<file path="src/core/eii_pkg.sv">
package eii_pkg;

    // ------------------------------------------------------------
    // Clock and timing
    // ------------------------------------------------------------
    // The high-frequency clock is the system clock itself (250 MHz)
    localparam int CLK_PERIOD_NS = 4;
    localparam int FC_PERIOD_NS = 4;
    localparam int CLK_PER_FC = FC_PERIOD_NS / CLK_PERIOD_NS;

    // Rejection thresholds, in high-frequency clock periods
    localparam int REJ_ZERO_FIVE_FC = 2;
    localparam int REJ_ONE_SHORT_FC = 15;
    localparam int REJ_ONE_LONG_FC = 63;
    localparam int REJ_THREE_FOUR_FC = 7;
    // Rejection threshold in low-frequency clock periods, sampled on ticks
    localparam int REJ_SLOW_FS = 2;

    localparam int FILT_CNT_W = 8;
    localparam logic [FILT_CNT_W-1:0] REJ_ZERO_FIVE_CYC = FILT_CNT_W'(REJ_ZERO_FIVE_FC * CLK_PER_FC);
    localparam logic [FILT_CNT_W-1:0] REJ_ONE_SHORT_CYC = FILT_CNT_W'(REJ_ONE_SHORT_FC * CLK_PER_FC);
    localparam logic [FILT_CNT_W-1:0] REJ_ONE_LONG_CYC = FILT_CNT_W'(REJ_ONE_LONG_FC * CLK_PER_FC);
    localparam logic [FILT_CNT_W-1:0] REJ_THREE_FOUR_CYC = FILT_CNT_W'(REJ_THREE_FOUR_FC * CLK_PER_FC);
    localparam logic [FILT_CNT_W-1:0] REJ_SLOW_TICKS = FILT_CNT_W'(REJ_SLOW_FS);

    // ------------------------------------------------------------
    // Register map (offsets are word indices, byte address = 4 * index)
    // ------------------------------------------------------------
    localparam int ADDR_W = 10;
    localparam logic [7:0] CTRL_IDX = 8'h37;
    localparam logic [7:0] LATCH_IDX = 8'h3c;
    localparam logic [ADDR_W-1:0] CTRL_ADDR = {CTRL_IDX, 2'b00};
    localparam logic [ADDR_W-1:0] LATCH_ADDR = {LATCH_IDX, 2'b00};
    localparam logic [7:0] CTRL_RESET = 8'h00;
    localparam logic [4:0] LATCH_RESET = 5'h0;

    localparam int NUM_SRC = 5;
    // Source slots within the latch vector
    localparam int SRC_ZERO = 0;
    localparam int SRC_ONE = 1;
    localparam int SRC_THREE = 2;
    localparam int SRC_FOUR = 3;
    localparam int SRC_FIVE = 4;

    // ------------------------------------------------------------
    // Types
    // ------------------------------------------------------------
    typedef enum logic [1:0] {
        EII_TRIG_RISE = 2'b00,
        EII_TRIG_FALL = 2'b01,
        EII_TRIG_BOTH = 2'b10,
        EII_TRIG_HIGH = 2'b11
    } eii_trig_e;

    // Control register layout, bit 7 down to bit 0
    typedef struct packed {
        logic irq_one_filter_select;
        logic shared_pin_function_select;
        logic [1:0] irq_three_trigger_select;
        logic [1:0] irq_four_trigger_select;
        logic irq_one_trigger_select;
        logic unused;
    } eii_ctrl_s;

    // Enable flags from the CPU interrupt logic
    typedef struct packed {
        logic master_interrupt_enable;
        logic enable_flag_irq_zero;
        logic enable_flag_irq_one;
        logic enable_flag_irq_three;
        logic enable_flag_irq_four;
        logic enable_flag_irq_five;
        logic shared_level_source_select;
    } eii_enables_s;

endpackage : eii_pkg

</file>
<file path="src/core/eii_noise_filter.sv">
`timescale 1ns/100ps
`default_nettype none

module eii_noise_filter
    import eii_pkg::*;
(
    input wire logic clk_i,
    input wire logic rst_i,
    input wire logic pin_i,
    input wire logic sample_en_i,
    input wire logic [FILT_CNT_W-1:0] thresh_i,
    output logic filt_o,
    output logic valid_o
);

    // ------------------------------------------------------------
    // Pin synchroniser
    // ------------------------------------------------------------
    logic meta_q;
    logic sync_q;
    logic filt_q;
    logic valid_q;
    logic [FILT_CNT_W-1:0] cnt_q;

    // Two stages; only the second one is looked at. Kept out of reset so
    // they already hold the pin level when the filter primes after reset,
    // otherwise a pin high at release would look like a rising edge
    always_ff @(posedge clk_i) begin
        meta_q <= pin_i;
        sync_q <= meta_q;
    end

    // ------------------------------------------------------------
    // Stability counter
    // ------------------------------------------------------------
    // First sample after reset primes the output without an edge, so a
    // pin already high at release is not seen as a rising edge
    always_ff @(posedge clk_i) begin
        if (rst_i) begin
            filt_q <= 1'b0;
            valid_q <= 1'b0;
            cnt_q <= '0;
        end else if (!valid_q) begin
            filt_q <= sync_q;
            valid_q <= 1'b1;
        end else if (sync_q == filt_q) begin
            cnt_q <= '0;
        end else if (sample_en_i) begin
            // Threshold compared live, so a new setting acts at once
            if (cnt_q + FILT_CNT_W'(1) >= thresh_i) begin
                filt_q <= sync_q;
                cnt_q <= '0;
            end else begin
                cnt_q <= cnt_q + FILT_CNT_W'(1);
            end
        end
    end

    assign filt_o = filt_q;
    assign valid_o = valid_q;

endmodule : eii_noise_filter

`default_nettype wire

</file>
<file path="src/core/eii_trigger_detect.sv">
`timescale 1ns/100ps
`default_nettype none

module eii_trigger_detect
    import eii_pkg::*;
(
    input wire logic clk_i,
    input wire logic rst_i,
    input wire logic filt_i,
    input wire logic valid_i,
    input wire eii_trig_e mode_i,
    output logic event_o
);

    // ------------------------------------------------------------
    // Edge and level detection on the filtered signal
    // ------------------------------------------------------------
    logic prev_q;
    logic prev_valid_q;
    logic armed_q;
    logic rise;
    logic fall;

    always_ff @(posedge clk_i) begin
        if (rst_i) begin
            prev_q <= 1'b0;
            prev_valid_q <= 1'b0;
        end else begin
            prev_q <= filt_i;
            prev_valid_q <= valid_i;
        end
    end

    assign rise = prev_valid_q & filt_i & ~prev_q;
    assign fall = prev_valid_q & ~filt_i & prev_q;

    // Level mode waits for one rising edge after reset
    always_ff @(posedge clk_i) begin
        if (rst_i) begin
            armed_q <= 1'b0;
        end else if (rise) begin
            armed_q <= 1'b1;
        end
    end

    always_comb begin
        case (mode_i)
            EII_TRIG_RISE: event_o = rise;
            EII_TRIG_FALL: event_o = fall;
            EII_TRIG_BOTH: event_o = rise | fall;
            EII_TRIG_HIGH: event_o = filt_i & armed_q;
            default: event_o = 1'b0;
        endcase
    end

endmodule : eii_trigger_detect

`default_nettype wire

</file>
<file path="src/core/eii_top.sv">
// Notes on behaviour
// - Five inputs, each noise filtered before detection
// - Shared pin is port after reset
// - Function select: 0 port, 1 interrupt zero
// - Select 0 blocks latch zero on falling edge
// - Inputs zero, five: falling, reject 2, accept 7
// - Slow modes: reject 1 fs, accept 3.5
// - Input one: 15/49 or 63/193 settings
// - Filter select 0 means 63, 1 means 15
// - Filter change acts within 26 periods
// - Inputs three, four: reject 7, accept 25
// - Trigger field: rise, fall, both, high level
// - Input one rise/fall bit; zero, five fixed
// - Requests gated by master and own enables
// - Input zero also needs function select
// - Latch set within acceptance plus 6 fs
// - High level needs rising edge after reset
// - Control resets to zero, low bit undefined
// - Latch holds until accepted or cleared
`timescale 1ns/100ps
`default_nettype none

module eii_top
    import eii_pkg::*;
(
    input wire logic clk_i,
    input wire logic rst_i,
    // Wishbone classic slave
    input wire logic wb_cyc_i,
    input wire logic wb_stb_i,
    input wire logic wb_we_i,
    input wire logic [ADDR_W-1:0] wb_adr_i,
    input wire logic [3:0] wb_sel_i,
    input wire logic [31:0] wb_dat_i,
    output logic [31:0] wb_dat_o,
    output logic wb_ack_o,
    // External interrupt pins
    input wire logic ext_irq_zero_i,
    input wire logic ext_irq_one_i,
    input wire logic ext_irq_three_i,
    input wire logic ext_irq_four_i,
    input wire logic ext_irq_five_i,
    // Operating mode and low-frequency clock tick
    input wire logic low_speed_mode_i,
    input wire logic low_freq_tick_i,
    // CPU interrupt side
    input wire eii_enables_s enables_i,
    input wire logic [NUM_SRC-1:0] accept_i,
    output logic [NUM_SRC-1:0] latch_o,
    output logic [NUM_SRC-1:0] request_o,
    output logic shared_pin_function_o
);

    // ------------------------------------------------------------
    // Functions
    // ------------------------------------------------------------
    // Byte address decode, used for both reads and writes
    function automatic logic hit(input logic [ADDR_W-1:0] adr, input logic [ADDR_W-1:0] reg_addr);
        hit = (adr == reg_addr);
    endfunction : hit

    // ------------------------------------------------------------
    // Register state
    // ------------------------------------------------------------
    eii_ctrl_s ctrl_q;
    logic [NUM_SRC-1:0] latch_q;
    logic [NUM_SRC-1:0] latch_d;
    logic ack_q;
    logic [31:0] rdata_q;
    logic bus_req;
    logic wr_strobe;
    logic [NUM_SRC-1:0] sw_clear;

    assign bus_req = wb_cyc_i & wb_stb_i & ~ack_q;
    assign wr_strobe = bus_req & wb_we_i & wb_sel_i[0];

    // Single wait-state answer: ack one cycle after the request, then drop
    always_ff @(posedge clk_i) begin
        if (rst_i) begin
            ack_q <= 1'b0;
        end else begin
            ack_q <= bus_req;
        end
    end

    // Control register; the low bit is not stored and reads zero
    always_ff @(posedge clk_i) begin
        if (rst_i) begin
            ctrl_q <= eii_ctrl_s'(CTRL_RESET);
        end else if (wr_strobe && hit(wb_adr_i, CTRL_ADDR)) begin
            ctrl_q <= eii_ctrl_s'({wb_dat_i[7:1], 1'b0});
        end
    end

    // Read data registered with the ack; unmapped addresses read zero
    always_ff @(posedge clk_i) begin
        if (rst_i) begin
            rdata_q <= 32'h0000_0000;
        end else if (bus_req && !wb_we_i) begin
            if (hit(wb_adr_i, CTRL_ADDR)) begin
                rdata_q <= {24'h00_0000, ctrl_q};
            end else if (hit(wb_adr_i, LATCH_ADDR)) begin
                rdata_q <= {27'h000_0000, latch_q};
            end else begin
                rdata_q <= 32'h0000_0000;
            end
        end
    end

    assign wb_ack_o = ack_q;
    assign wb_dat_o = rdata_q;

    // Write one to a latch bit clears it
    assign sw_clear = (wr_strobe && hit(wb_adr_i, LATCH_ADDR)) ? wb_dat_i[NUM_SRC-1:0] : '0;

    // ------------------------------------------------------------
    // Filter thresholds
    // ------------------------------------------------------------
    logic [FILT_CNT_W-1:0] thresh [NUM_SRC];
    logic [NUM_SRC-1:0] pins;
    logic [NUM_SRC-1:0] filt;
    logic [NUM_SRC-1:0] valid;
    logic [NUM_SRC-1:0] trig_event;
    eii_trig_e mode [NUM_SRC];
    logic sample_en;
    logic [FILT_CNT_W-1:0] one_thresh;

    assign pins = {ext_irq_five_i, ext_irq_four_i, ext_irq_three_i, ext_irq_one_i, ext_irq_zero_i};

    // In slow and sleep modes every filter counts low-frequency ticks
    assign sample_en = low_speed_mode_i ? low_freq_tick_i : 1'b1;

    // Selection is combinational, so a new setting applies next sample
    assign one_thresh = ctrl_q.irq_one_filter_select ? REJ_ONE_SHORT_CYC : REJ_ONE_LONG_CYC;

    always_comb begin
        if (low_speed_mode_i) begin
            for (int i = 0; i < NUM_SRC; i++) begin
                thresh[i] = REJ_SLOW_TICKS;
            end
        end else begin
            thresh[SRC_ZERO] = REJ_ZERO_FIVE_CYC;
            thresh[SRC_ONE] = one_thresh;
            thresh[SRC_THREE] = REJ_THREE_FOUR_CYC;
            thresh[SRC_FOUR] = REJ_THREE_FOUR_CYC;
            thresh[SRC_FIVE] = REJ_ZERO_FIVE_CYC;
        end
    end

    // ------------------------------------------------------------
    // Trigger modes
    // ------------------------------------------------------------
    always_comb begin
        mode[SRC_ZERO] = EII_TRIG_FALL;
        mode[SRC_ONE] = eii_trig_e'({1'b0, ctrl_q.irq_one_trigger_select});
        mode[SRC_THREE] = eii_trig_e'(ctrl_q.irq_three_trigger_select);
        mode[SRC_FOUR] = eii_trig_e'(ctrl_q.irq_four_trigger_select);
        mode[SRC_FIVE] = EII_TRIG_FALL;
    end

    // ------------------------------------------------------------
    // Per-pin filter and detector
    // ------------------------------------------------------------
    generate
        for (genvar g = 0; g < NUM_SRC; g++) begin : g_src
            eii_noise_filter u_filter (
                .clk_i(clk_i),
                .rst_i(rst_i),
                .pin_i(pins[g]),
                .sample_en_i(sample_en),
                .thresh_i(thresh[g]),
                .filt_o(filt[g]),
                .valid_o(valid[g])
            );

            eii_trigger_detect u_detect (
                .clk_i(clk_i),
                .rst_i(rst_i),
                .filt_i(filt[g]),
                .valid_i(valid[g]),
                .mode_i(mode[g]),
                .event_o(trig_event[g])
            );
        end
    endgenerate

    // ------------------------------------------------------------
    // Interrupt latches
    // ------------------------------------------------------------
    logic [NUM_SRC-1:0] latch_set;
    logic [NUM_SRC-1:0] enabled;

    // Shared pin events are dropped while the pin serves the port
    always_comb begin
        latch_set = trig_event;
        latch_set[SRC_ZERO] = trig_event[SRC_ZERO] & ctrl_q.shared_pin_function_select;
    end

    // Set wins over acceptance or software clear; a high level keeps
    // setting the latch again after each acceptance
    assign latch_d = (latch_q & ~(accept_i | sw_clear)) | latch_set;

    always_ff @(posedge clk_i) begin
        if (rst_i) begin
            latch_q <= LATCH_RESET;
        end else begin
            latch_q <= latch_d;
        end
    end

    // Enable conditions per source
    always_comb begin
        enabled[SRC_ZERO] = enables_i.enable_flag_irq_zero & ctrl_q.shared_pin_function_select;
        enabled[SRC_ONE] = enables_i.enable_flag_irq_one;
        enabled[SRC_THREE] = enables_i.enable_flag_irq_three & enables_i.shared_level_source_select;
        enabled[SRC_FOUR] = enables_i.enable_flag_irq_four;
        enabled[SRC_FIVE] = enables_i.enable_flag_irq_five;
    end

    // Requests offered to the CPU; the master enable gates all of them
    assign request_o = latch_q & enabled & {NUM_SRC{enables_i.master_interrupt_enable}};
    assign latch_o = latch_q;
    // Port logic must already hold the pin as input before this rises
    assign shared_pin_function_o = ctrl_q.shared_pin_function_select;

endmodule : eii_top

`default_nettype wire

</file>
<file path="config.mk">
export PLATFORM = sky130hd
export DESIGN_NAME = eii_top
export DESIGN_NICKNAME = d
export VERILOG_FILES = /design/src/core/eii_pkg.sv /design/src/core/eii_noise_filter.sv /design/src/core/eii_trigger_detect.sv /design/src/core/eii_top.sv
export SDC_FILE = /design/constraint.sdc
export NUM_CORES = 1
export LEC_CHECK = 0
export BUFFER_PORTS_ARGS = -buffer_cell sky130_fd_sc_hd__buf_2
export CAP_MARGIN = 20
export CORE_MARGIN = 1.5
export CORE_UTILIZATION = 40
export DETAILED_ROUTE_END_ITERATION = 7
export SYNTH_ARGS = -nofsm -noshare
export SYNTH_HDL_FRONTEND = slang
export SYNTH_HIERARCHICAL = 1
export SYNTH_SLANG_ARGS = --single-unit
</file>
<file path="constraint.sdc">
create_clock -name clk_i -period 2.4 [get_ports clk_i]
set_input_delay 0.6 -clock clk_i [delete_from_list [all_inputs] [get_ports clk_i]]
set_output_delay 0.6 -clock clk_i [all_outputs]
set_load 0.01 [all_outputs]
</file>
==> After elaboration in Yosys (flattened, before gate mapping) <==
Cells that the tools add are included.
Widths: inputs -> output; s select.
{ "totals": {"register_bits": 109, "elab_cells": 180} }
{ "classes": {"addsub": 5, "magnitude_cmp": 5, "eq_ne": 24, "muxes": 45, "bitwise": 42, "n_reduce_logical": 22} }
{ "op_table": {"columns": ["op", "count"], "rows": [
  ["$mux 8", 16],
  ["$add 8x1->8 const B", 5],
  ["$mux 30", 1],
  ["$and 1x1->1", 25],
  ["$ge 8x8->1", 3],
  ["$mux 1", 22],
  ["$eq 10x8->1 const B", 2],
  ["$ne 2x2->1 const B", 9],
  ["$and 5x5->5", 3],
  ["$reduce_and 3->1", 5],
  ["$mux 5", 2],
  ["$or 5x5->5", 2],
  ["$reduce_and 2->1", 5],
  ["$reduce_bool 2->1", 5],
  ["$not 1->1", 9],
  ["$eq 2x2->1 const B", 4],
  ["$ge 8x2->1 const B", 1],
  ["$ge 8x6->1", 1],
  ["$pmux 1 s4", 2],
  ["$logic_not 2->1", 3],
  ["$mux 6", 1],
  ["$eq 1x1->1", 5],
  ["$not 5->5", 1],
  ["$eq 2x1->1 const B", 2],
  ["5 further kinds", 9]
]} }

==> Longest topological paths before layout <==
{ "logic_depth": {"ltp_word": 10, "ltp_mapped": 10, "depth_no_buf": 10} }

==> Hierarchy <==
The synthesis kept the hierarchy.
{ "modules_own_cells": {"columns": ["mod", "n_inst", "cells_per_inst", "area_each_um2", "seq_area_each_um2"], "rows": [
  ["eii_noise_filter", 5, 77, 764.5, 240.2],
  ["eii_top", 1, 139, 1189.9, 420.4],
  ["eii_trigger_detect", 5, 13, 125.1, 60.1]
]} }

==> Worst setup path after synthesis <==
Ideal clock, no wire load.
{ "synth_timing": {"kind": "register to register", "from": "register g_src[0].u_filter.cnt_q[0]", "to": "register g_src[0].u_filter.cnt_q[1]", "setup_time_ns": 0.062, "arrival_ns": 2.116, "required_time_ns": 2.338, "setup_slack_ns": 0.222, "path_stages_with_launch": 11, "period_less_slack_ns": 2.178, "path_cell_list": "dfxtp_1 > ha_1 > nand3_1 > nor2_1 > xor2_1 > ha_1 > a21o_2 > a221oi_2 > and2_1 > buf_4 > a32o_1"} }
{ "synth_between": {"elab_chain_len": 5} }
{ "synth_rtl": {"columns": ["item", "line_no", "text"], "rows": [
  ["start, declared", "eii_noise_filter.sv:23", "logic [FILT_CNT_W-1:0] cnt_q;"],
  ["start signal, assigned", "eii_noise_filter.sv:54", "cnt_q <= cnt_q + FILT_CNT_W'(1);"],
  ["$add 8x1->8 (*)", "eii_noise_filter.sv:50, eii_noise_filter.sv:54", null],
  ["$ge 8x2->1", "eii_noise_filter.sv:50", "if (cnt_q + FILT_CNT_W'(1) >= thresh_i) begin"],
  ["$mux 8 (*)", "eii_noise_filter.sv:50", null],
  ["$mux 8 (*)", "eii_noise_filter.sv:48", "end else if (sample_en_i) begin"],
  ["$mux 8 (*)", "eii_noise_filter.sv:46", "end else if (sync_q == filt_q) begin"]
]} }
Every way passes the cells marked *; elsewhere a longest branch is shown, timed or not. The select of a mux whose other input is x is not followed.
A chain may end at the register's enable or synchronous reset.

==> Final worst setup path <==
{ "layout_timing": {"from": "register g_src[0].u_filter.cnt_q[0]", "to": "register g_src[0].u_filter.cnt_q[5]"} }
The elaborated chain is that of the path after synthesis.

==> flow_summary.yaml <==
setup_path:
  cp.arrival_ns: 2.58
  crit_path_end_kind: "flop"
  cp.required_ns: 2.68
  start_kind: "flop"
  r2r_start: "g_src[0].u_filter/cnt_q[0]$_SDFFE_PP0P_"
  crit_fanout: 4
  crit_type: "flop to flop"
  worstSetupStartpoint: "g_src[0].u_filter/cnt_q[0]$_SDFFE_PP0P_"
logic_synthesis:
  async_reset_ff_frac: 0
  yosys.area.top_type: "dfxtp_1"
  ys_types: 51
  synth_seq_area_share: 0.3409
  synthCells: 589
  synth_area_um2: 5638
  yosys_warnings: 6
  avgSynthCellArea_um2: 9.572
  synth_edf_count: 0
  synth_area_leaders: "dfxtp_1, ha_1, a32o_1"
  yosys_most_used_dff: "dfxtp_1"
  synth_top_area_share: 0.3409
  ys_ff_latch: 96
pwr:
  ir_drop_v: 0.0003387
  p_per_area_nw_per_um2: 501.6
  leakagePower_nw: 3.078
clocking:
  clkTransAtPathRegs_ns: 0.06
  cts_max_path_buffers: 2
  numCtsBuffers: 9
  clockRootBuffer: "clkbuf_16"
  clk_latency_ns: 0.34
  cts_tree: "yes"
  clkSinkCount: 96
  htree_levels: 3
sta:
  rsz0062_at_grt: "yes"
  setup_violations: 0
  fin_setup_tns_ns: 0
  worst_pin_slew_ns: 0.6295
  hold_slack_ns: 0.3279
  period_share: 0.9587
  maxSlewHeadroom: 0.5804
  drv_slew: 0
  finalCriticalPeriod_ns: 2.301
  fin_skew_ns: 0.007107
  hold_viol: 0
  fmax_mhz: 434.6
floorplan:
  start_util: 0.4077
  core_area_um2: 13830
  die_area_um2: 14820
  fp.dieH_um: 121.7
  io_pins: 114
  die_w_um: 121.7
  rows: 43
global_route:
  grt_pass1_wl_mm: 19.17
  antenna_found_initial: 0
  grt_overflow: 0
  grt_use_total: 0.1625
  grt_pass1_vias: 4127
  grt_max_degree: 26
routing:
  wl_per_cell_um: 13.17
  drcViolationCount: 0
  ant_nets: 0
  dr.pass1.iters: 4
  drt-initial-drc-count: 247
  routed_wl_mm: 11.99
  num_vias: 4491
  vias_per_cell: 4.935
finish:
  drive_gt1_frac: 0.2986
  antenna_cells: 0
  fillers: 1263
  syn_to_final_growth_pct: 23.55
  multiInputGateArea_um2: 3720
  nets: 840
  final_util: 0.5038
  area.sequential_um2: 1948
  fin_cells: 910
  final_common_cell: "dfxtp_1"
  layout_common_cells: "dfxtp_1, conb_1, buf_2"
placement:
  io_buffers: 62
  dpl.hpwl_mm: 8.833
  gp_congestion: 0.8179
  dp.cells: 883
flow_run:
  maxCapViolations: 0
status:
  status: "completed"
worst_hold_path:
  hold_class: "flop to flop"
  min_from: "g_src[1].u_filter/meta_q$_DFF_P_"
worst max-delay path, stage by stage (launching register included):
cell      delay [ns]
dfxtp_4         0.38
and3_4          0.18
nand3_2         0.09
nor2_2          0.12
xor2_1          0.21
ha_1            0.28
and3_4          0.18
a221oi_4        0.33
o211ai_1        0.18
a21oi_1         0.17
a21o_1          0.11
kinds of logic after synthesis:
| group | count (synthesis) | synth area share |
|---|---|---|
| compound gates | 135 | 0.2213 |
| xor+xnor | 35 | 0.05437 |
| fa+ha+maj | 45 | 0.09987 |
| buf+inv | 89 | 0.08655 |
| flops | 96 | 0.3409 |
| other cells | 2 | 0.001332 |
| simple gates | 187 | 0.1957 |
per-stage QoR:
step / area (µm²) / setup slack [ns] / power, mW
global route: 6965 / -0.07810 / 3.659
CTS: 6649 / -0.007831 / 3.520
global placement: 6316 / -0.001374 / 2.097
floorplan: 5882 / 0.2224 / 2.006
finish: 6965 / 0.09917 / 3.494
detailed placement: 6316 / -0.06862 / 2.109
where the power goes:
part	switching, mW	internal, mW
logic	0.219	0.205
clock network	0.609	0.788
registers	0.0390	1.63
total	0.867	2.63
final timing paths:
| check | endpoint | slack, ns | cells after the start |
|---|---|---|---|
| min reg2reg | g_src[1].u_filter/sync_q$_DFF_P_ | 0.33 | 0 |
| max reg2reg | g_src[0].u_filter/cnt_q[5]$_SDFFE_PP0P_ | 0.1 | 10 |
| min | g_src[1].u_filter/sync_q$_DFF_P_ | 0.33 | 0 |
| max | g_src[0].u_filter/cnt_q[5]$_SDFFE_PP0P_ | 0.1 | 10 |
sequential cells by signal (all words and copies together) (netlist names):
signal	count
wb_ack_o	1
latch_o	5
g_src.u_detect/prev_q	5
wb_dat_o	8
g_src.u_filter/valid_o	5
g_src.u_detect/prev_valid_q	5
g_src.u_filter/cnt_q	40
ctrl_q	6
g_src.u_filter/meta_q	5
g_src.u_filter/filt_o	5
shared_pin_function_o	1
g_src.u_filter/sync_q	5
g_src.u_detect/armed_q	5
cell type report:
type	instances	area share
clock buffers	12	0.03826
repair buffers	100	0.08550
well taps	180	0.03233
clock inverters	4	0.003772
multi-input cells	469	0.5340
flip-flops and latches	96	0.2797
inverters	49	0.02641
cells in the mapped netlist (5+ instances only):
master     instances
nor2_1            33
a21bo_1            5
o21ai_0           12
nand2_1           37
a31o_1             5
or2_1             10
a32o_1            30
buf_4             29
buf_6              6
nor2b_1           10
o31ai_1            5
nand4b_1           7
o211ai_2           5
a21oi_1           13
inv_1             49
a2111oi_4          5
o21ba_2            5
xor2_1            15
dfxtp_1           96
or2b_1             5
a21o_1             6
and3_1             8
o21a_2             5
and2_1             5
o211ai_1           5
nand4_1            5
o21a_1             5
nand3_1           24
clkbuf_1           5
ha_1              45
a221oi_2           5
nand2b_4           5
o21ai_1            5
nor3b_1            5
a21oi_2            5
xnor2_1           20
nand2b_1          15
a21o_2             5
and3_4             5
repair_timing:
action	in CTS	in global routing
pin swaps	8	37
endpoints found under the hold margin	0	0
endpoints found under the setup margin	35	45
gates resized for setup	11	56
setup buffers	2	9
hold buffers	0	0
per-layer routing:
metal / up-vias / wire (µm) / GRT usage
li1: 2287 / - / -
met5: - / 0 / 0
met2: 89 / 5767 / 0.2818
met4: 0 / 165 / 0.05735
met1: 2102 / 5559 / 0.2025
met3: 13 / 491 / 0.02856
No activity file was read; power rests on OpenSTA's default activity.
